### config.mk
export PLATFORM = sky130hd
export DESIGN_NAME = whae_top
export DESIGN_NICKNAME = d
export VERILOG_FILES = /design/src/hw/whae_pkg.sv /design/src/hw/whae_lin_corr.sv /design/src/hw/whae_top.sv
export SDC_FILE = /design/constraint.sdc
export NUM_CORES = 1
export LEC_CHECK = 0
export BUFFER_PORTS_ARGS = -buffer_cell sky130_fd_sc_hd__clkbuf_2
export CAP_MARGIN = 20
export CORE_MARGIN = 3
export CORE_UTILIZATION = 60
export CTS_CLUSTER_DIAMETER = 60
export CTS_CLUSTER_SIZE = 14
export DETAILED_ROUTE_END_ITERATION = 8
export PLACE_DENSITY_LB_ADDON = 0.15
export SYNTH_ARGS = -nofsm -noshare
export SYNTH_HDL_FRONTEND = slang
export SYNTH_SLANG_ARGS = --single-unit
### constraint.sdc
create_clock -name pclk -period 6.3 [get_ports pclk]
set_clock_uncertainty 0.1 [all_clocks]
set_input_delay 0.315 -clock pclk [delete_from_list [all_inputs] [get_ports pclk]]
set_output_delay 0.315 -clock pclk [all_outputs]
set_load 0.005 [all_outputs]
### src/hw/whae_pkg.sv
// shared constants and types for the wayside heat and auxiliary alarm block
package whae_pkg;

  // ----------------------------------------------------------------
  // register map (byte addresses on the apb side)
  // ----------------------------------------------------------------
  localparam int ADDR_W = 12;
  localparam logic [ADDR_W-1:0] OFF_CTRL = 12'h000;   // enables, clearance
  localparam logic [ADDR_W-1:0] OFF_LIMIT = 12'h004;  // hot-wheel offset
  localparam logic [ADDR_W-1:0] OFF_STATUS = 12'h008; // integrity, state
  localparam logic [ADDR_W-1:0] OFF_COUNTS = 12'h00c; // recorded counts
  localparam logic [ADDR_W-1:0] OFF_HEAT = 12'h010;   // last axle peak

  // ----------------------------------------------------------------
  // control register fields and reset values
  // ----------------------------------------------------------------
  localparam int CTRL_HW_EN = 0;    // hot-wheel detection enable
  localparam int CTRL_DRAG_EN = 1;  // dragging-equipment enable
  localparam int CTRL_HL_EN = 2;    // high-load enable
  localparam int CTRL_WL_EN = 3;    // wide-load enable
  localparam int CTRL_BEAM = 4;     // 1 light beam, 0 trip wire
  localparam int CTRL_W = 5;
  localparam logic [CTRL_W-1:0] CTRL_RST = 5'h00;
  localparam int HEAT_W = 8;
  localparam logic [HEAT_W-1:0] LIMIT_RST = 8'h64;

  // status register fields
  localparam int STAT_HL_FAIL = 0;  // stuck high-load before train
  localparam int STAT_WL_FAIL = 1;  // stuck wide-load before train
  localparam int STAT_OPEN = 2;     // gate window open now

  // ----------------------------------------------------------------
  // per-train limits and contact inputs
  // ----------------------------------------------------------------
  localparam int SAMPLES_PER_AXLE = 48;
  localparam int CNT_W = 8;
  localparam logic [CNT_W-1:0] HW_ANN_MAX = 8'h04;
  localparam logic [CNT_W-1:0] DRAG_ANN_MAX = 8'h02;
  localparam logic [CNT_W-1:0] CLR_ANN_MAX = 8'h02;
  localparam int AUX_N = 4;
  localparam int AUX_DRAG = 0;
  localparam int AUX_HL = 1;
  localparam int AUX_WL_A = 2;
  localparam int AUX_WL_B = 3;

  // ----------------------------------------------------------------
  // gate timing, in clock cycles at 50 MHz
  // ----------------------------------------------------------------
  localparam int TIME_W = 24;
  // 24 in gate at about 60 mph is roughly 22.7 ms
  localparam logic [TIME_W-1:0] DEF_ON_CYC = 24'h1157ac;
  // speed bands of the linearity table (on time thresholds)
  localparam logic [TIME_W-1:0] LIN_T_FAST = 24'h0c3500;
  localparam logic [TIME_W-1:0] LIN_T_MID = 24'h249f00;
  localparam logic [TIME_W-1:0] LIN_T_SLOW = 24'h7a1200;

  // ----------------------------------------------------------------
  // types
  // ----------------------------------------------------------------
  typedef struct packed {
    logic hot_wheel;
    logic drag;
    logic high_load;
    logic wide_load;
  } whae_alarm_s;

  typedef enum logic [1:0] {WHAE_IDLE, WHAE_OPEN, WHAE_EVAL} whae_state_e;

endpackage

### src/hw/whae_lin_corr.sv
// linearity correction of one heat sample by speed band and heat band
`timescale 1ns/1ps
module whae_lin_corr #(
  parameter int HW = whae_pkg::HEAT_W,
  parameter int TW = whae_pkg::TIME_W
) (
  // raw sample and speed reference
  input wire logic [HW-1:0] raw,
  input wire logic [TW-1:0] on_time,
  // corrected sample
  output logic [HW-1:0] corrected
);
  import whae_pkg::*;

  // gain in sixteenths; rows by speed band, columns by heat band
  // the pyrometer droops at both speed ends, so the outer rows lift
  localparam logic [4:0] GAIN [16] = '{
    5'h13, 5'h12, 5'h11, 5'h11,   // fastest axles
    5'h10, 5'h10, 5'h10, 5'h10,   // linear range
    5'h10, 5'h10, 5'h10, 5'h10,   // linear range
    5'h12, 5'h11, 5'h11, 5'h10    // slowest axles
  };

  logic [1:0] speed_band;         // 0 fast .. 3 slow
  logic [3:0] idx;                // table index
  logic [HW+4:0] prod;            // raw times gain
  logic [HW:0] scaled;            // back to heat units plus carry

  // speed band from the axle on time
  always_comb begin
    if (on_time < LIN_T_FAST) begin
      speed_band = 2'h0;
    end else if (on_time < LIN_T_MID) begin
      speed_band = 2'h1;
    end else if (on_time < LIN_T_SLOW) begin
      speed_band = 2'h2;
    end else begin
      speed_band = 2'h3;
    end
  end

  // lookup and scale; saturate rather than wrap a hot reading
  always_comb begin
    idx = {speed_band, raw[HW-1:HW-2]};
    prod = raw * GAIN[idx];
    scaled = prod[HW+4:4];
    corrected = scaled[HW] ? {HW{1'b1}} : scaled[HW-1:0];
  end

endmodule

### src/hw/whae_top.sv
// per-axle hot-wheel and auxiliary alarm evaluation with apb registers
`timescale 1ns/1ps
// What this block does
// - sample heat 48 times per axle, keep peak
// - peak is degrees above ambient for comparisons
// - correct samples by on time and heat
// - wheel sampling uses the bearing gate window
// - hot wheel when enabled and above offset
// - record all hot wheels, announce first four
// - four aux inputs, open contact means alarm
// - dragging: record all, announce first two
// - high load when enabled and contact open
// - trip wire: one high-load alarm per train
// - light beam: no high load on consecutive axles
// - announce at most two high-load alarms
// - stuck high-load pretrain: fail, disable, no axle
// - wide load is OR of two sides
// - trip wire: one wide-load alarm per train
// - light beam: wide load spaced, announce two
// - stuck wide-load pretrain: fail, disable, no axle
// - one clearance setting for high and wide
// - falling gate edge marks wheel centred
module whae_top #(
  parameter logic [whae_pkg::TIME_W-1:0] DEF_ON = whae_pkg::DEF_ON_CYC
) (
  // clock and reset
  input wire logic pclk,
  input wire logic presetn,
  // apb slave
  input wire logic psel,
  input wire logic penable,
  input wire logic pwrite,
  input wire logic [whae_pkg::ADDR_W-1:0] paddr,
  input wire logic [31:0] pwdata,
  output logic [31:0] prdata,
  output logic pready,
  output logic pslverr,
  // track pins (asynchronous)
  input wire logic gate_a,
  input wire logic gate_b,
  input wire logic [whae_pkg::AUX_N-1:0] contact_closed,
  // converter and train logic (same clock)
  input wire logic [whae_pkg::HEAT_W-1:0] heat_raw,
  input wire logic train_start,
  // per-axle results
  output logic scan_window,
  output logic axle_done,
  output whae_pkg::whae_alarm_s rec_alarm,
  output whae_pkg::whae_alarm_s ann_alarm,
  output logic [whae_pkg::HEAT_W-1:0] axle_heat,
  output logic hl_integrity_fail,
  output logic wl_integrity_fail
);
  import whae_pkg::*;

  // ----------------------------------------------------------------
  // helpers
  // ----------------------------------------------------------------

  // register select, shared by read and write paths
  function automatic logic [2:0] reg_sel(input logic [ADDR_W-1:0] a);
    case (a)
      OFF_CTRL: reg_sel = 3'h1;
      OFF_LIMIT: reg_sel = 3'h2;
      OFF_STATUS: reg_sel = 3'h3;
      OFF_COUNTS: reg_sel = 3'h4;
      OFF_HEAT: reg_sel = 3'h5;
      default: reg_sel = 3'h0;
    endcase
  endfunction

  // saturating count step, counts never wrap to zero
  function automatic logic [CNT_W-1:0] sat_inc(input logic [CNT_W-1:0] c);
    sat_inc = (c == {CNT_W{1'b1}}) ? c : c + 8'h01;
  endfunction

  // ----------------------------------------------------------------
  // state
  // ----------------------------------------------------------------
  logic [CTRL_W-1:0] ctrl;            // enables and clearance type
  logic [HEAT_W-1:0] limit;           // hot-wheel offset above ambient
  logic [5:0] pin_s1;                 // first synchroniser stage
  logic [5:0] pin_s2;                 // second synchroniser stage
  logic [5:0] pin_q;                  // previous stage-two value
  whae_state_e state;                 // axle window state
  logic first_b;                      // window opened on gate b
  logic [TIME_W-1:0] on_time;         // cycles in current window
  logic [TIME_W-1:0] ref_time;        // last axle on time
  logic [TIME_W:0] acc;               // sample phase accumulator
  logic [5:0] nsamp;                  // samples taken this axle
  logic [HEAT_W-1:0] peak;            // largest corrected sample
  logic [AUX_N-1:0] aux_seen;         // open contacts this axle
  logic [CNT_W-1:0] hw_cnt;           // recorded counts this train
  logic [CNT_W-1:0] drag_cnt;
  logic [CNT_W-1:0] hl_cnt;
  logic [CNT_W-1:0] wl_cnt;
  logic hl_prev;                      // previous axle flagged high
  logic wl_prev;                      // previous axle flagged wide

  // ----------------------------------------------------------------
  // combinational decode
  // ----------------------------------------------------------------
  logic [1:0] gate_s;                 // synchronised gates
  logic [AUX_N-1:0] contact_s;        // synchronised contacts
  logic [AUX_N-1:0] contact_open;     // alarm indication per input
  logic fall_a;
  logic fall_b;
  logic close_edge;                   // far gate centred
  logic take;                         // sample strobe
  logic [HEAT_W-1:0] corr;            // corrected sample
  logic apb_wr;
  logic apb_setup;
  whae_alarm_s next_rec;
  whae_alarm_s next_ann;

  assign gate_s = pin_s2[1:0];
  assign contact_s = pin_s2[5:2];
  assign contact_open = ~contact_s;
  assign fall_a = pin_q[0] & ~gate_s[0];
  assign fall_b = pin_q[1] & ~gate_s[1];
  assign close_edge = first_b ? fall_a : fall_b;
  assign apb_setup = psel & ~penable;
  assign apb_wr = psel & penable & pready & pwrite;

  // half-inch strobe: 48 steps per last on time spread the samples
  // evenly at any speed; the first axle uses the default on time
  assign take = (state == WHAE_OPEN) && (acc >= {1'b0, ref_time}) &&
                (nsamp < 6'(SAMPLES_PER_AXLE));

  // real-time correction keyed by speed reference and raw heat
  whae_lin_corr #(
    .HW(HEAT_W),
    .TW(TIME_W)
  ) u_lin (
    .raw(heat_raw),
    .on_time(ref_time),
    .corrected(corr)
  );

  // ----------------------------------------------------------------
  // pin synchronisers
  // ----------------------------------------------------------------

  // two stages before any logic, third stage only for edges
  always_ff @(posedge pclk or negedge presetn) begin
    if (!presetn) begin
      pin_s1 <= 6'h00;
      pin_s2 <= 6'h00;
      pin_q <= 6'h00;
    end else begin
      pin_s1 <= {contact_closed, gate_b, gate_a};
      pin_s2 <= pin_s1;
      pin_q <= pin_s2;
    end
  end

  // ----------------------------------------------------------------
  // axle window
  // ----------------------------------------------------------------

  // window opens on one gate's falling edge, closes on the other's
  always_ff @(posedge pclk or negedge presetn) begin
    if (!presetn) begin
      state <= WHAE_IDLE;
      first_b <= 1'b0;
    end else begin
      case (state)
        WHAE_IDLE: begin
          if (fall_a || fall_b) begin
            state <= WHAE_OPEN;
            first_b <= fall_b & ~fall_a;
          end
        end
        WHAE_OPEN: begin
          if (close_edge) begin
            state <= WHAE_EVAL;
          end
        end
        WHAE_EVAL: begin
          state <= WHAE_IDLE;
        end
        default: begin
          state <= WHAE_IDLE;
        end
      endcase
    end
  end

  // window to the outside for bearing sampling; registered, it opens one cycle after the wheel window
  always_ff @(posedge pclk or negedge presetn) begin
    if (!presetn) begin
      scan_window <= 1'b0;
    end else begin
      scan_window <= (state == WHAE_OPEN) && !close_edge;
    end
  end

  // on time count and speed reference for the next axle
  always_ff @(posedge pclk or negedge presetn) begin
    if (!presetn) begin
      on_time <= '0;
      ref_time <= DEF_ON;
    end else if (state == WHAE_IDLE) begin
      on_time <= '0;
    end else if (state == WHAE_OPEN) begin
      if (on_time != {TIME_W{1'b1}}) begin
        on_time <= on_time + 24'h000001;
      end
    end else if (on_time != '0) begin
      ref_time <= on_time;
    end
  end

  // sample spacing and peak hold of corrected heat
  always_ff @(posedge pclk or negedge presetn) begin
    if (!presetn) begin
      acc <= '0;
      nsamp <= 6'h00;
      peak <= '0;
    end else if (state != WHAE_OPEN) begin
      acc <= '0;
      nsamp <= 6'h00;
      peak <= '0;
    end else if (take) begin
      acc <= acc - {1'b0, ref_time} + 25'(SAMPLES_PER_AXLE);
      nsamp <= nsamp + 6'h01;
      if (corr > peak) begin
        peak <= corr;
      end
    end else begin
      acc <= acc + 25'(SAMPLES_PER_AXLE);
    end
  end

  // open contacts seen while the axle is in the window
  always_ff @(posedge pclk or negedge presetn) begin
    if (!presetn) begin
      aux_seen <= '0;
    end else if (state == WHAE_IDLE) begin
      aux_seen <= '0;
    end else if (state == WHAE_OPEN) begin
      aux_seen <= aux_seen | contact_open;
    end
  end

  // ----------------------------------------------------------------
  // alarm qualification
  // ----------------------------------------------------------------

  // decisions for the axle being closed
  always_comb begin
    next_rec.hot_wheel = ctrl[CTRL_HW_EN] && (peak > limit);
    next_rec.drag = ctrl[CTRL_DRAG_EN] && aux_seen[AUX_DRAG];
    // stuck detector blocks every axle of the train
    next_rec.high_load = ctrl[CTRL_HL_EN] && aux_seen[AUX_HL] &&
                         !hl_integrity_fail &&
                         (ctrl[CTRL_BEAM] ? !hl_prev
                                          : (hl_cnt == '0));
    next_rec.wide_load = ctrl[CTRL_WL_EN] &&
                         (aux_seen[AUX_WL_A] || aux_seen[AUX_WL_B]) &&
                         !wl_integrity_fail &&
                         (ctrl[CTRL_BEAM] ? !wl_prev
                                          : (wl_cnt == '0));
    // announce only the earliest ones of each type
    next_ann.hot_wheel = next_rec.hot_wheel && (hw_cnt < HW_ANN_MAX);
    next_ann.drag = next_rec.drag && (drag_cnt < DRAG_ANN_MAX);
    next_ann.high_load = next_rec.high_load &&
                         (hl_cnt < CLR_ANN_MAX);
    next_ann.wide_load = next_rec.wide_load &&
                         (wl_cnt < CLR_ANN_MAX);
  end

  // per-axle result outputs, one pulse per closed window
  always_ff @(posedge pclk or negedge presetn) begin
    if (!presetn) begin
      axle_done <= 1'b0;
      rec_alarm <= '0;
      ann_alarm <= '0;
      axle_heat <= '0;
    end else if (state == WHAE_EVAL) begin
      axle_done <= 1'b1;
      rec_alarm <= next_rec;
      ann_alarm <= next_ann;
      axle_heat <= peak;
    end else begin
      axle_done <= 1'b0;
      rec_alarm <= '0;
      ann_alarm <= '0;
    end
  end

  // recorded counts per train; these also drive the announce limits
  always_ff @(posedge pclk or negedge presetn) begin
    if (!presetn) begin
      hw_cnt <= '0;
      drag_cnt <= '0;
      hl_cnt <= '0;
      wl_cnt <= '0;
    end else if (train_start) begin
      hw_cnt <= '0;
      drag_cnt <= '0;
      hl_cnt <= '0;
      wl_cnt <= '0;
    end else if (state == WHAE_EVAL) begin
      if (next_rec.hot_wheel) begin
        hw_cnt <= sat_inc(hw_cnt);
      end
      if (next_rec.drag) begin
        drag_cnt <= sat_inc(drag_cnt);
      end
      if (next_rec.high_load) begin
        hl_cnt <= sat_inc(hl_cnt);
      end
      if (next_rec.wide_load) begin
        wl_cnt <= sat_inc(wl_cnt);
      end
    end
  end

  // consecutive-axle memory for light-beam spacing
  always_ff @(posedge pclk or negedge presetn) begin
    if (!presetn) begin
      hl_prev <= 1'b0;
      wl_prev <= 1'b0;
    end else if (train_start) begin
      hl_prev <= 1'b0;
      wl_prev <= 1'b0;
    end else if (state == WHAE_EVAL) begin
      hl_prev <= next_rec.high_load;
      wl_prev <= next_rec.wide_load;
    end
  end

  // pretrain check: a contact already open when the train starts
  // is a stuck detector; its load alarm stays off until the next train
  always_ff @(posedge pclk or negedge presetn) begin
    if (!presetn) begin
      hl_integrity_fail <= 1'b0;
      wl_integrity_fail <= 1'b0;
    end else if (train_start) begin
      hl_integrity_fail <= ctrl[CTRL_HL_EN] &&
                           contact_open[AUX_HL];
      wl_integrity_fail <= ctrl[CTRL_WL_EN] &&
                           (contact_open[AUX_WL_A] ||
                            contact_open[AUX_WL_B]);
    end
  end

  // ----------------------------------------------------------------
  // apb slave
  // ----------------------------------------------------------------

  // no wait state: answer prepared in setup, ready in the first access cycle
  always_ff @(posedge pclk or negedge presetn) begin
    if (!presetn) begin
      pready <= 1'b0;
      pslverr <= 1'b0;
      prdata <= 32'h0000_0000;
    end else if (apb_setup) begin
      pready <= 1'b1;
      pslverr <= (reg_sel(paddr) == 3'h0);
      case (reg_sel(paddr))
        3'h1: prdata <= {27'h0, ctrl};
        3'h2: prdata <= {24'h0, limit};
        3'h3: prdata <= {29'h0, state == WHAE_OPEN,
                         wl_integrity_fail, hl_integrity_fail};
        3'h4: prdata <= {wl_cnt, hl_cnt, drag_cnt, hw_cnt};
        3'h5: prdata <= {24'h0, axle_heat};
        default: prdata <= 32'h0000_0000;
      endcase
    end else begin
      // read data drops with the transfer's end
      pready <= 1'b0;
      pslverr <= 1'b0;
      prdata <= 32'h0000_0000;
    end
  end

  // writable configuration; other offsets are read only
  always_ff @(posedge pclk or negedge presetn) begin
    if (!presetn) begin
      ctrl <= CTRL_RST;
      limit <= LIMIT_RST;
    end else if (apb_wr) begin
      if (reg_sel(paddr) == 3'h1) begin
        ctrl <= pwdata[CTRL_W-1:0];
      end
      if (reg_sel(paddr) == 3'h2) begin
        limit <= pwdata[HEAT_W-1:0];
      end
    end
  end

endmodule

# After elaboration in Yosys (flattened, before gate mapping)

Memory sizes are Yosys's and may differ from the RTL's.
Cells that the tools add are included.

Add/subtract/negate cells: 9
Multipliers: 1
Div/mod/pow operators: 0
Order comparisons: 12
Eq/ne operators: 25
Shifts and indexed selects: 0
Mux-type cells: 54
Bitwise gates (word level): 16
Reductions and logical operators: 51

Operators by type and width:

| operator              | count |
|---|---|
| $mux 8                | 20 |
| $pmux 32 s5           | 1 |
| $mux 24               | 3 |
| $add 25x6->25 const B | 2 |
| $mux 25               | 2 |
| $add 8x1->8 const B   | 4 |
| $eq 8x8->1 const B    | 4 |
| $mux 32               | 1 |
| $ge 25x24->1          | 1 |
| $sub 25x24->25        | 1 |
| $add 24x1->24 const B | 1 |
| $eq 12x4->1 const B   | 2 |
| $lt 24x20->1 const B  | 1 |
| $lt 24x22->1 const B  | 1 |
| $lt 24x23->1 const B  | 1 |
| $lt 8x2->1 const B    | 3 |
| $ne 24x24->1 const B  | 1 |
| $reduce_bool 24->1    | 1 |
| $reduce_bool 2->1     | 9 |
| $logic_and 1x1->1     | 17 |
| $gt 8x8->1            | 2 |
| $logic_not 8->1       | 2 |
| $mux 4                | 4 |
| $pmux 3 s5            | 1 |
| other kinds (32)      | 83 |

Bits in registers: 209
Latch bits: 0
RAM bits: 0
Memory bits (read-only): 80
Bits of input ports: 64
Output and inout port bits: 54
Word-level logic and storage cells: 204
Memories: 1

Memory list:

| name            | depth | bits a word | rd ports | clocked after Yosys merged registers in | wr ports | RTL line            | source |
|---|---|---|---|---|---|---|---|
| (no name shown) | 16    | 5           | 1        | 0                                       | 0        | whae_lin_corr.sv:45 | `prod = raw * GAIN[idx];` |

# Longest topological paths before layout

Gate-level depths: netlist of run 1.

Depth after elaboration: 14
Depth in mapped cells: 26
Mapped depth without buffers: 25

# Cells and area by module

Synthesis of run 1 repeated with hierarchy kept, for this count alone.

Cell total of the unflattened synthesis: 1,293
Area total of the unflattened synthesis: 12,424.4 µm²

By module, submodules not included:

| module        | times used | cells each | area each (µm²) | sequential area each (µm²) |
|---|---|---|---|---|
| whae_top      | 1          | 1,169      | 11,499.8        | 5,247.5 |
| whae_lin_corr | 1          | 124        | 924.6           | 0.0 |

# Worst setup path after synthesis of run 1

No wires, ideal clock.

Path type: reg2reg
Start: reg ref_time[13]
End: reg peak[0]
Setup time: 79 ps
Data arrival time: 5,404 ps
Required time: 6,121 ps
Slack: 717 ps
Cell stages (with the launch flop): 27
Buffers on the path: 2
Period minus slack after synthesis: 5,583 ps
Cell sequence: dfrtp_1 > or4_1 > o21ai_1 > a31oi_1 > o2bb2ai_2 > and2_1 > ha_1 > fa_1 > ha_1 > o21ai_0 > nand2b_1 > and2_1 > clkbuf_1 > and3_1 > a221o_1 > nand2_1 > nand2_1 > ha_1 > nor2b_1 > o21a_1 > o21a_1 > o21ai_1 > a21oi_1 > o21ai_1 > or2_2 > buf_1 > mux2i_1

Word-level cells in the longest chain between the ends: 13
Elaborated cells on any way between the ends: 22
Those cells by class: mul (1); order compare (5); mux (9); bitwise (1); reduce/logical (5); memory (1)

Ends and longest elaborated chain:

| what                                                         | RTL line            | source |
|---|---|---|
| start, declared                                              | whae_top.sv:88      | `logic [TIME_W-1:0] ref_time;` |
| start signal, assigned                                       | whae_top.sv:210     | `ref_time <= on_time;` |
| $lt 24x23->1                                                 | whae_lin_corr.sv:35 | `end else if (on_time < LIN_T_SLOW) begin` |
| $mux 1                                                       | whae_lin_corr.sv:35 |  |
| $mux 2                                                       | whae_lin_corr.sv:33 | `end else if (on_time < LIN_T_MID) begin` |
| $mux 2                                                       | whae_lin_corr.sv:31 | `if (on_time < LIN_T_FAST) begin` |
| $not 4->5 (not written as such)                              | whae_lin_corr.sv:45 |  |
| $mem_v2 16x5                                                 | --                  |  |
| $mux 5 (not written as such) (2 in series)                   | whae_lin_corr.sv:45 |  |
| $mul 8x5->13                                                 | whae_lin_corr.sv:45 |  |
| $mux 8                                                       | whae_lin_corr.sv:47 | `corrected = scaled[HW] ? {HW{1'b1}} : scaled[HW-1:0];` |
| $gt 8x8->1 / $mux 8 (equally long branches)                  | whae_top.sv:227     | `if (corr > peak) begin` |
| $reduce_bool 2->1 (no line) / $mux 8 (equally long branches) | --                  |  |
| $reduce_and 2->1 (no line) / $mux 8 (equally long branches)  | --                  |  |
| end signal, assigned                                         | whae_top.sv:228     | `peak <= corr;` |
| end, declared                                                | whae_top.sv:91      | `logic [HEAT_W-1:0] peak;` |

Parallel ways exist; a longest one is shown, timed or not. The select of a mux whose other input is x is not followed.
A chain may end at the register's enable or synchronous reset.

# Final worst setup path of run 1

Start: reg ref_time[13]
End: reg peak[7]

The elaborated chain is that of the path after synthesis.

==> parameters.txt, run 1 <==
Parameter                              Value

STA
  Min cycle time layout    5.954 ns
  Final setup violating endpoints    0
  Transition at the pin with the smallest max-transition slack    0.9977 ns
  Headroom to the max-slew limit    32.87%
  Unrepaired setup endpoints after global routing    no
  Maximum clock frequency    168.0 MHz
  Setup TNS after final layout    0 ns
  Number of pins exceeding their max-slew limit in the final report    0
  Final Hold Vio Count    0
  Period utilisation layout    94.50%

Clock tree
  Clock root cell    clkbuf_16
  CTS buffer count    21
  Post-cts gate resize count    0
  CTS clk-pin slew, worst paths    0.07 ns
  CTS H-tree depth    1
  Clock tree from TritonCTS    built
  Skew-Pair Late Insertion Delay    0.51 ns
  Clock tree sinks    209
  Clock Path Buffers    3
  # hold bufs at CTS    15
  Post-CTS Repair Setup Buffers    0

Detailed routing
  Number of nets with antenna violations after detailed routing    0
  First-pass DRT Iterations    7
  Iteration-0 DRC Markers    593
  Post-route DRC violation count    0
  Drt wl/cell    16.23 µm
  Routed vias    9525
  Via/cell ratio    5.759
  Final WL    26850 µm

Global route
  Antenna violations before repair    0
  First-pass GRT wire length    44660 µm
  Via count of the first global-routing pass    9056
  Sum of overflow across all layers after global routing    0
  Global router's overall resource usage    24.44%
  Pin count of the biggest net entering global routing    81

Worst setup path
  CP delay by family, top    compound AO/OA/AOI/OAI gates
  Slowest cell on the critical path    fa_1
  Crit start category    flop
  Data arrival time at the worst-slack endpoint    6.28 ns
  Slowest stage delay, CP    0.53 ns
  Critical Path Fanout Max    9
  Element type at the critical path end    flop
  Buf+Inv Stages, Crit Path    2
  Worst Setup Path Type    reg2reg
  Worst endpoint required time    6.63 ns

Yosys
  Leading area contributor after synthesis    dfrtp_1
  Synth Area per Inst    9.516 µm²
  Post-synthesis instance total    1272
  Post-synthesis net count    1446
  Proportion of synthesized flip-flops having asynchronous set or reset    100.0%
  Post-synth design cell area    12100 µm²
  Largest cells by area after synthesis    dfrtp_1 40%, ha_1 9.9%, nor2_1 3.8%, inv_1 3.6%, xnor2_1 3.5%
  Yosys cell types    70
  Top flip-flop cell by instance count after synthesis    dfrtp_1
  Sequential fraction of the synthesis area    43.35%
  Total of flip-flops plus latches after synthesis    209
  Count of flip-flops with a built-in enable after synthesis    0
  Area fraction of the dominant cell type after synthesis    40.31%
  Synthesis warning total    0

Layout
  Most frequent standard cell in the layout excluding fill and tap cells    dfrtp_1
  Antenna diode instance count    0
  Final design instance area without fill    13720 µm²
  P&R area growth vs syn    13.31%
  Final-stage net count    1548
  Layout cells sized above 1    13.17%
  Commonest cells after routing, fill and taps aside    195 x dfrtp_1, 123 x nor2_1, 116 x inv_1, 110 x nand2_1, 96 x ha_1

Floorplan
  Die height    148.0 µm
  Horizontal die dimension    148.0 µm
  Core outline area    19650 µm²
  Standard-cell rows    51
  Initial standard-cell utilization of the core    61.59%
  Area enclosed by the die boundary    21910 µm²
  I/O Pins    118

Power
  Leak pwr    6.572 nW
  Power Density    349.0 nW/µm²
  Worst VDD drop    0.2792 mV

Place
  Quantity of I/O buffers inserted on ports    93
  Placed cell area    12840 µm²
  DP HPWL    19210 µm
  Final GP Congestion    0.9167

Run status
  Status    finished clean

Job
  Max-cap check violation count    0

Worst hold path
  Worst hold-check path type    in2reg
-- worst min-delay path: cells and delay by family --
kind          cells  cell delay (ns)
buf+inv           2             0.28
simple gates      1             0.04
-- registers in the layout, summed over array words and instances (netlist names), 2 cells and up --
register   flops
prdata        32
acc           25
on_time       24
ref_time      24
axle_heat      8
drag_cnt       8
hl_cnt         8
hw_cnt         8
limit          8
peak           8
wl_cnt         8
nsamp          6
pin_s1         6
pin_s2         6
ctrl           5
ann_alarm      4
aux_seen       4
rec_alarm      4
pin_q          2
state          2
-- routing by layer --
metal | GRT usage, % | routed length [µm]
met4 | 6.051 | 637
met1 | 34.49 | 11890
met5 | 0 | 0
met3 | 2.943 | 1410
met2 | 40.69 | 12900
-- synth_stat cells, types with 5 or more instances --
| cell | count |
|---|---|
| o211ai_1 | 5 |
| nand3b_1 | 6 |
| mux2_2 | 20 |
| dfrtp_1 | 195 |
| xnor2_1 | 48 |
| o21ai_1 | 15 |
| and2_1 | 15 |
| ha_1 | 96 |
| nand3_1 | 45 |
| nor3_1 | 16 |
| nand2_1 | 110 |
| mux2i_1 | 9 |
| or4_1 | 9 |
| nand2b_1 | 10 |
| nor2_1 | 124 |
| dfstp_2 | 14 |
| a21oi_1 | 50 |
| a211oi_1 | 13 |
| nor4_1 | 16 |
| nand4_1 | 27 |
| o31ai_1 | 8 |
| and3_1 | 46 |
| o21ai_0 | 51 |
| xor2_1 | 33 |
| fa_1 | 14 |
| or3_1 | 13 |
| clkbuf_1 | 34 |
| nor2b_1 | 16 |
| inv_1 | 116 |
| o21a_1 | 9 |
| a41oi_1 | 6 |
| a222oi_1 | 8 |
-- stage by stage --
stage	worst slack (ns)	utilization [%]	power (mW)	instances	hold slack, ns
after floorplan	0.7170	-	2.988	1272	-0.08059
after global placement	0.5516	65.33	3.421	1600	0.2334
after detailed placement	0.4149	65.33	3.476	1600	0.2397
after CTS	0.4007	69.65	4.782	1653	0.08551
after global routing	0.05363	69.79	5.131	1654	0.1091
final	0.3465	69.79	4.787	1654	0.1034
-- worst paths after layout --
check,startpoint,endpoint,slack [ns],cells past startpoint
setup / recovery,ref_time[13],peak[7],0.35,25
hold / removal,penable,pready,0.10,3
setup reg to reg,ref_time[13],peak[7],0.35,25
hold reg to reg,pin_s1[1],pin_s2[1],0.25,0
max in group asynchronous,presetn,on_time[4],4.49,3
min in group asynchronous,presetn,wl_cnt[6],0.30,2
-- logic make-up (layout without fill, tap and decap cells) --
family,after synthesis,count (layout),synth area share [%]
AOI/OAI and AO/OA,221,221,12.05
xor gates and xnor gates,81,81,5.861
adders and majority gates,110,110,12.24
buffers and inverters,157,274,4.900
DFF,209,209,43.35
muxes,29,29,2.605
and+or+nand+nor,465,465,18.99
-- report_power, final --
| group | switching [mW] | internal, mW | total [mW] | leakage, nW |
|---|---|---|---|---|
| sequential | 0.150 | 1.48 | 1.63 | 2.77 |
| clock | 0.541 | 0.744 | 1.28 | 0.336 |
| combinational | 1.09 | 0.783 | 1.87 | 3.47 |
-- final cells by class --
type                    count  area, µm²
clock buffers              31      593.1
clock inverters             7      105.1
fillers                  1561       5938
inverters                 117      439.2
multi-input cells         906       6272
flip-flops and latches    209       5248
well taps                 265      331.6
repair buffers            119      726.9
Note: power is estimated with default switching activity, not from simulation.
==> run 2: changes to the inputs <==
--- a/config.mk
+++ b/config.mk
@@ -7,11 +7,13 @@
 export LEC_CHECK = 0
 export BUFFER_PORTS_ARGS = -buffer_cell sky130_fd_sc_hd__clkbuf_2
 export CAP_MARGIN = 20
+export CORE_ASPECT_RATIO = 1.2
 export CORE_MARGIN = 3
 export CORE_UTILIZATION = 60
 export CTS_CLUSTER_DIAMETER = 60
 export CTS_CLUSTER_SIZE = 14
 export DETAILED_ROUTE_END_ITERATION = 8
+export MAX_ROUTING_LAYER = met4
 export PLACE_DENSITY_LB_ADDON = 0.15
 export SYNTH_ARGS = -nofsm -noshare
 export SYNTH_HDL_FRONTEND = slang
==> run 2 against run 1 <==
Net effect:
- core utilization is 0.44 points lower
- worst hold slack gained 0.015 ns
- combinational power is essentially flat
- routed wire length is 2.3% higher
- die area is essentially flat
- total power decreased by 1.6%
- register-to-register slack better by 0.05 ns
- sequential power barely moved
- design area is 0.45% lower
- setup slack improved by 0.053 ns
- global-route usage is 1.7 points higher
==> parameters.txt, run 2 (synthesis gave the netlist of run 1 again) <==
Parameter                              Value

Run status
  Status    finished clean

Clock tree
  Post-CTS Repair Setup Buffers    0
  Clock Path Buffers    3
  Clock tree sinks    209
  CTS H-tree depth    1
  CTS buffer count    20
  CTS clk-pin slew, worst paths    0.07 ns
  Clock tree from TritonCTS    built
  Clock root cell    clkbuf_16
  Skew-Pair Late Insertion Delay    0.50 ns

Layout
  Final design instance area without fill    13650 µm²
  Registers with the most flip-flops    prdata x32, acc x25
  Final-stage net count    1547
  P&R area growth vs syn    12.81%
  Most frequent standard cell in the layout excluding fill and tap cells    dfrtp_1
  Number of flip-flops in the largest register    32
  Layout cells sized above 1    12.83%
  Final non-filler cell total    1648
  Register bank with the most flops    prdata
  Fill cell count    1535
  Commonest cells after routing, fill and taps aside    195 x dfrtp_1, 123 x nor2_1, 116 x inv_1, 110 x nand2_1, 96 x ha_1
  Share of the core filled with cells in the final layout    69.35%
  Antenna diode instance count    0

Worst setup path
  Buf+Inv Stages, Crit Path    2
  Data arrival time at the worst-slack endpoint    6.22 ns
  Crit start category    flop
  Worst endpoint required time    6.62 ns
  Critical Path Fanout Max    9
  Element type at the critical path end    flop
  Slowest stage delay, CP    0.54 ns
  Worst Setup Path Type    reg2reg
  CP delay by family, top    compound AO/OA/AOI/OAI gates
  Slowest cell on the critical path    fa_1

Detailed routing
  Iteration-0 DRC Markers    557
  Drt wl/cell    16.66 µm
  Via/cell ratio    5.736
  First-pass DRT Iterations    5
  Number of nets with antenna violations after detailed routing    0
  Routed vias    9453
  Post-route DRC violation count    0
  Final WL    27460 µm

STA
  Unrepaired setup endpoints after global routing    no
  Final Hold Vio Count    0
  Period utilisation layout    93.66%
  Hold Worst Slack    0.1180 ns
  Setup TNS after final layout    0 ns
  Transition at the pin with the smallest max-transition slack    1.070 ns
  Headroom to the max-slew limit    28.03%
  Min cycle time layout    5.900 ns
  Number of pins exceeding their max-slew limit in the final report    0
  Maximum clock frequency    169.5 MHz
  Final setup violating endpoints    0
  Crit path setup slack, layout    0.3995 ns

Floorplan
  Standard-cell rows    56
  Core outline area    19690 µm²
  Area enclosed by the die boundary    21920 µm²
  Die height    161.6 µm
  Horizontal die dimension    135.7 µm
  Initial standard-cell utilization of the core    61.48%
  I/O Pins    118

Place
  DP HPWL    19750 µm
  Total placed cells including tap cells    1596
  Placement Setup Slack    0.3898 ns
  Final GP Congestion    0.8927
  Placed cell area    12830 µm²
  Quantity of I/O buffers inserted on ports    93

Power
  Leak pwr    6.541 nW
  Cell-internal power    2.941 mW
  Clock Power Share    25.2%
  Switching Share    37.57%
  Total net switching power    1.770 mW
  Combinational group share of total power    40.2%
  Share of power burned in registers    34.6%
  Overall power after layout    4.711 mW
  Power Density    345.1 nW/µm²
  Worst VDD drop    0.2797 mV

Worst hold path
  Worst hold-check path type    in2reg

Global route
  Global router's overall resource usage    26.13%
  Antenna violations before repair    0
  First-pass GRT wire length    45750 µm
  Via count of the first global-routing pass    9522
  Sum of overflow across all layers after global routing    0
  Pin count of the biggest net entering global routing    101

Job
  Max-cap check violation count    0
run 2: routing by layer:
metal	share of wire [%]	vias up	track usage (%)
met1	42	4582	31.86
met4	1.9	0	6.462
met3	3.9	41	3.022
met5	0	-	-
li1	-	4628	-
met2	52	202	46.38
run 2: worst register-to-register path, delay by kind of cell, from the launching register on:
kind            cells  cell delay [ns]
compound gates     12             2.22
fa+ha+maj           4             1.48
buf+inv             2             0.10
flops               1             0.41
mux                 1             0.21
simple gates        6             1.31
run 2: final cells by class:
class / instances / area [µm²] / area share (%)
clock inverters: 4 / 62.56 / 0.4582
flip-flops and latches: 209 / 5248 / 38.43
clock buffers: 32 / 576.8 / 4.224
repair buffers: 119 / 726.9 / 5.324
well taps: 261 / 326.6 / 2.392
inverters: 117 / 439.2 / 3.216
multi-input cells: 906 / 6275 / 45.95
run 2: worst paths after layout:
kind | from | end | slack, ns | cells after the start
max | ref_time[13] | peak[7] | 0.40 | 25
min | penable | pready | 0.12 | 3
max reg2reg | ref_time[13] | peak[7] | 0.40 | 25
min reg2reg | pin_s1[1] | pin_s2[1] | 0.25 | 0
min in group asynchronous | presetn | prdata[16] | 0.36 | 2
max in group asynchronous | presetn | on_time[14] | 4.45 | 3
run 2: power groups by stage:
stage               Sequential [mW]  Clock [mW]  Combinational, mW
floorplan                      1.60           0               1.39
global placement               1.65           0               1.78
detailed placement             1.65           0               1.84
CTS                            1.63        1.21               1.86
global route                   1.65        1.27               2.13
finish                         1.63        1.19               1.89
run 2: what timing repair did:
action                                  4_1_cts  5_1_grt
endpoints found under the hold margin       108        0
endpoints found under the setup margin        0        3
resized for setup                             0        1
hold buffers                                 15        0
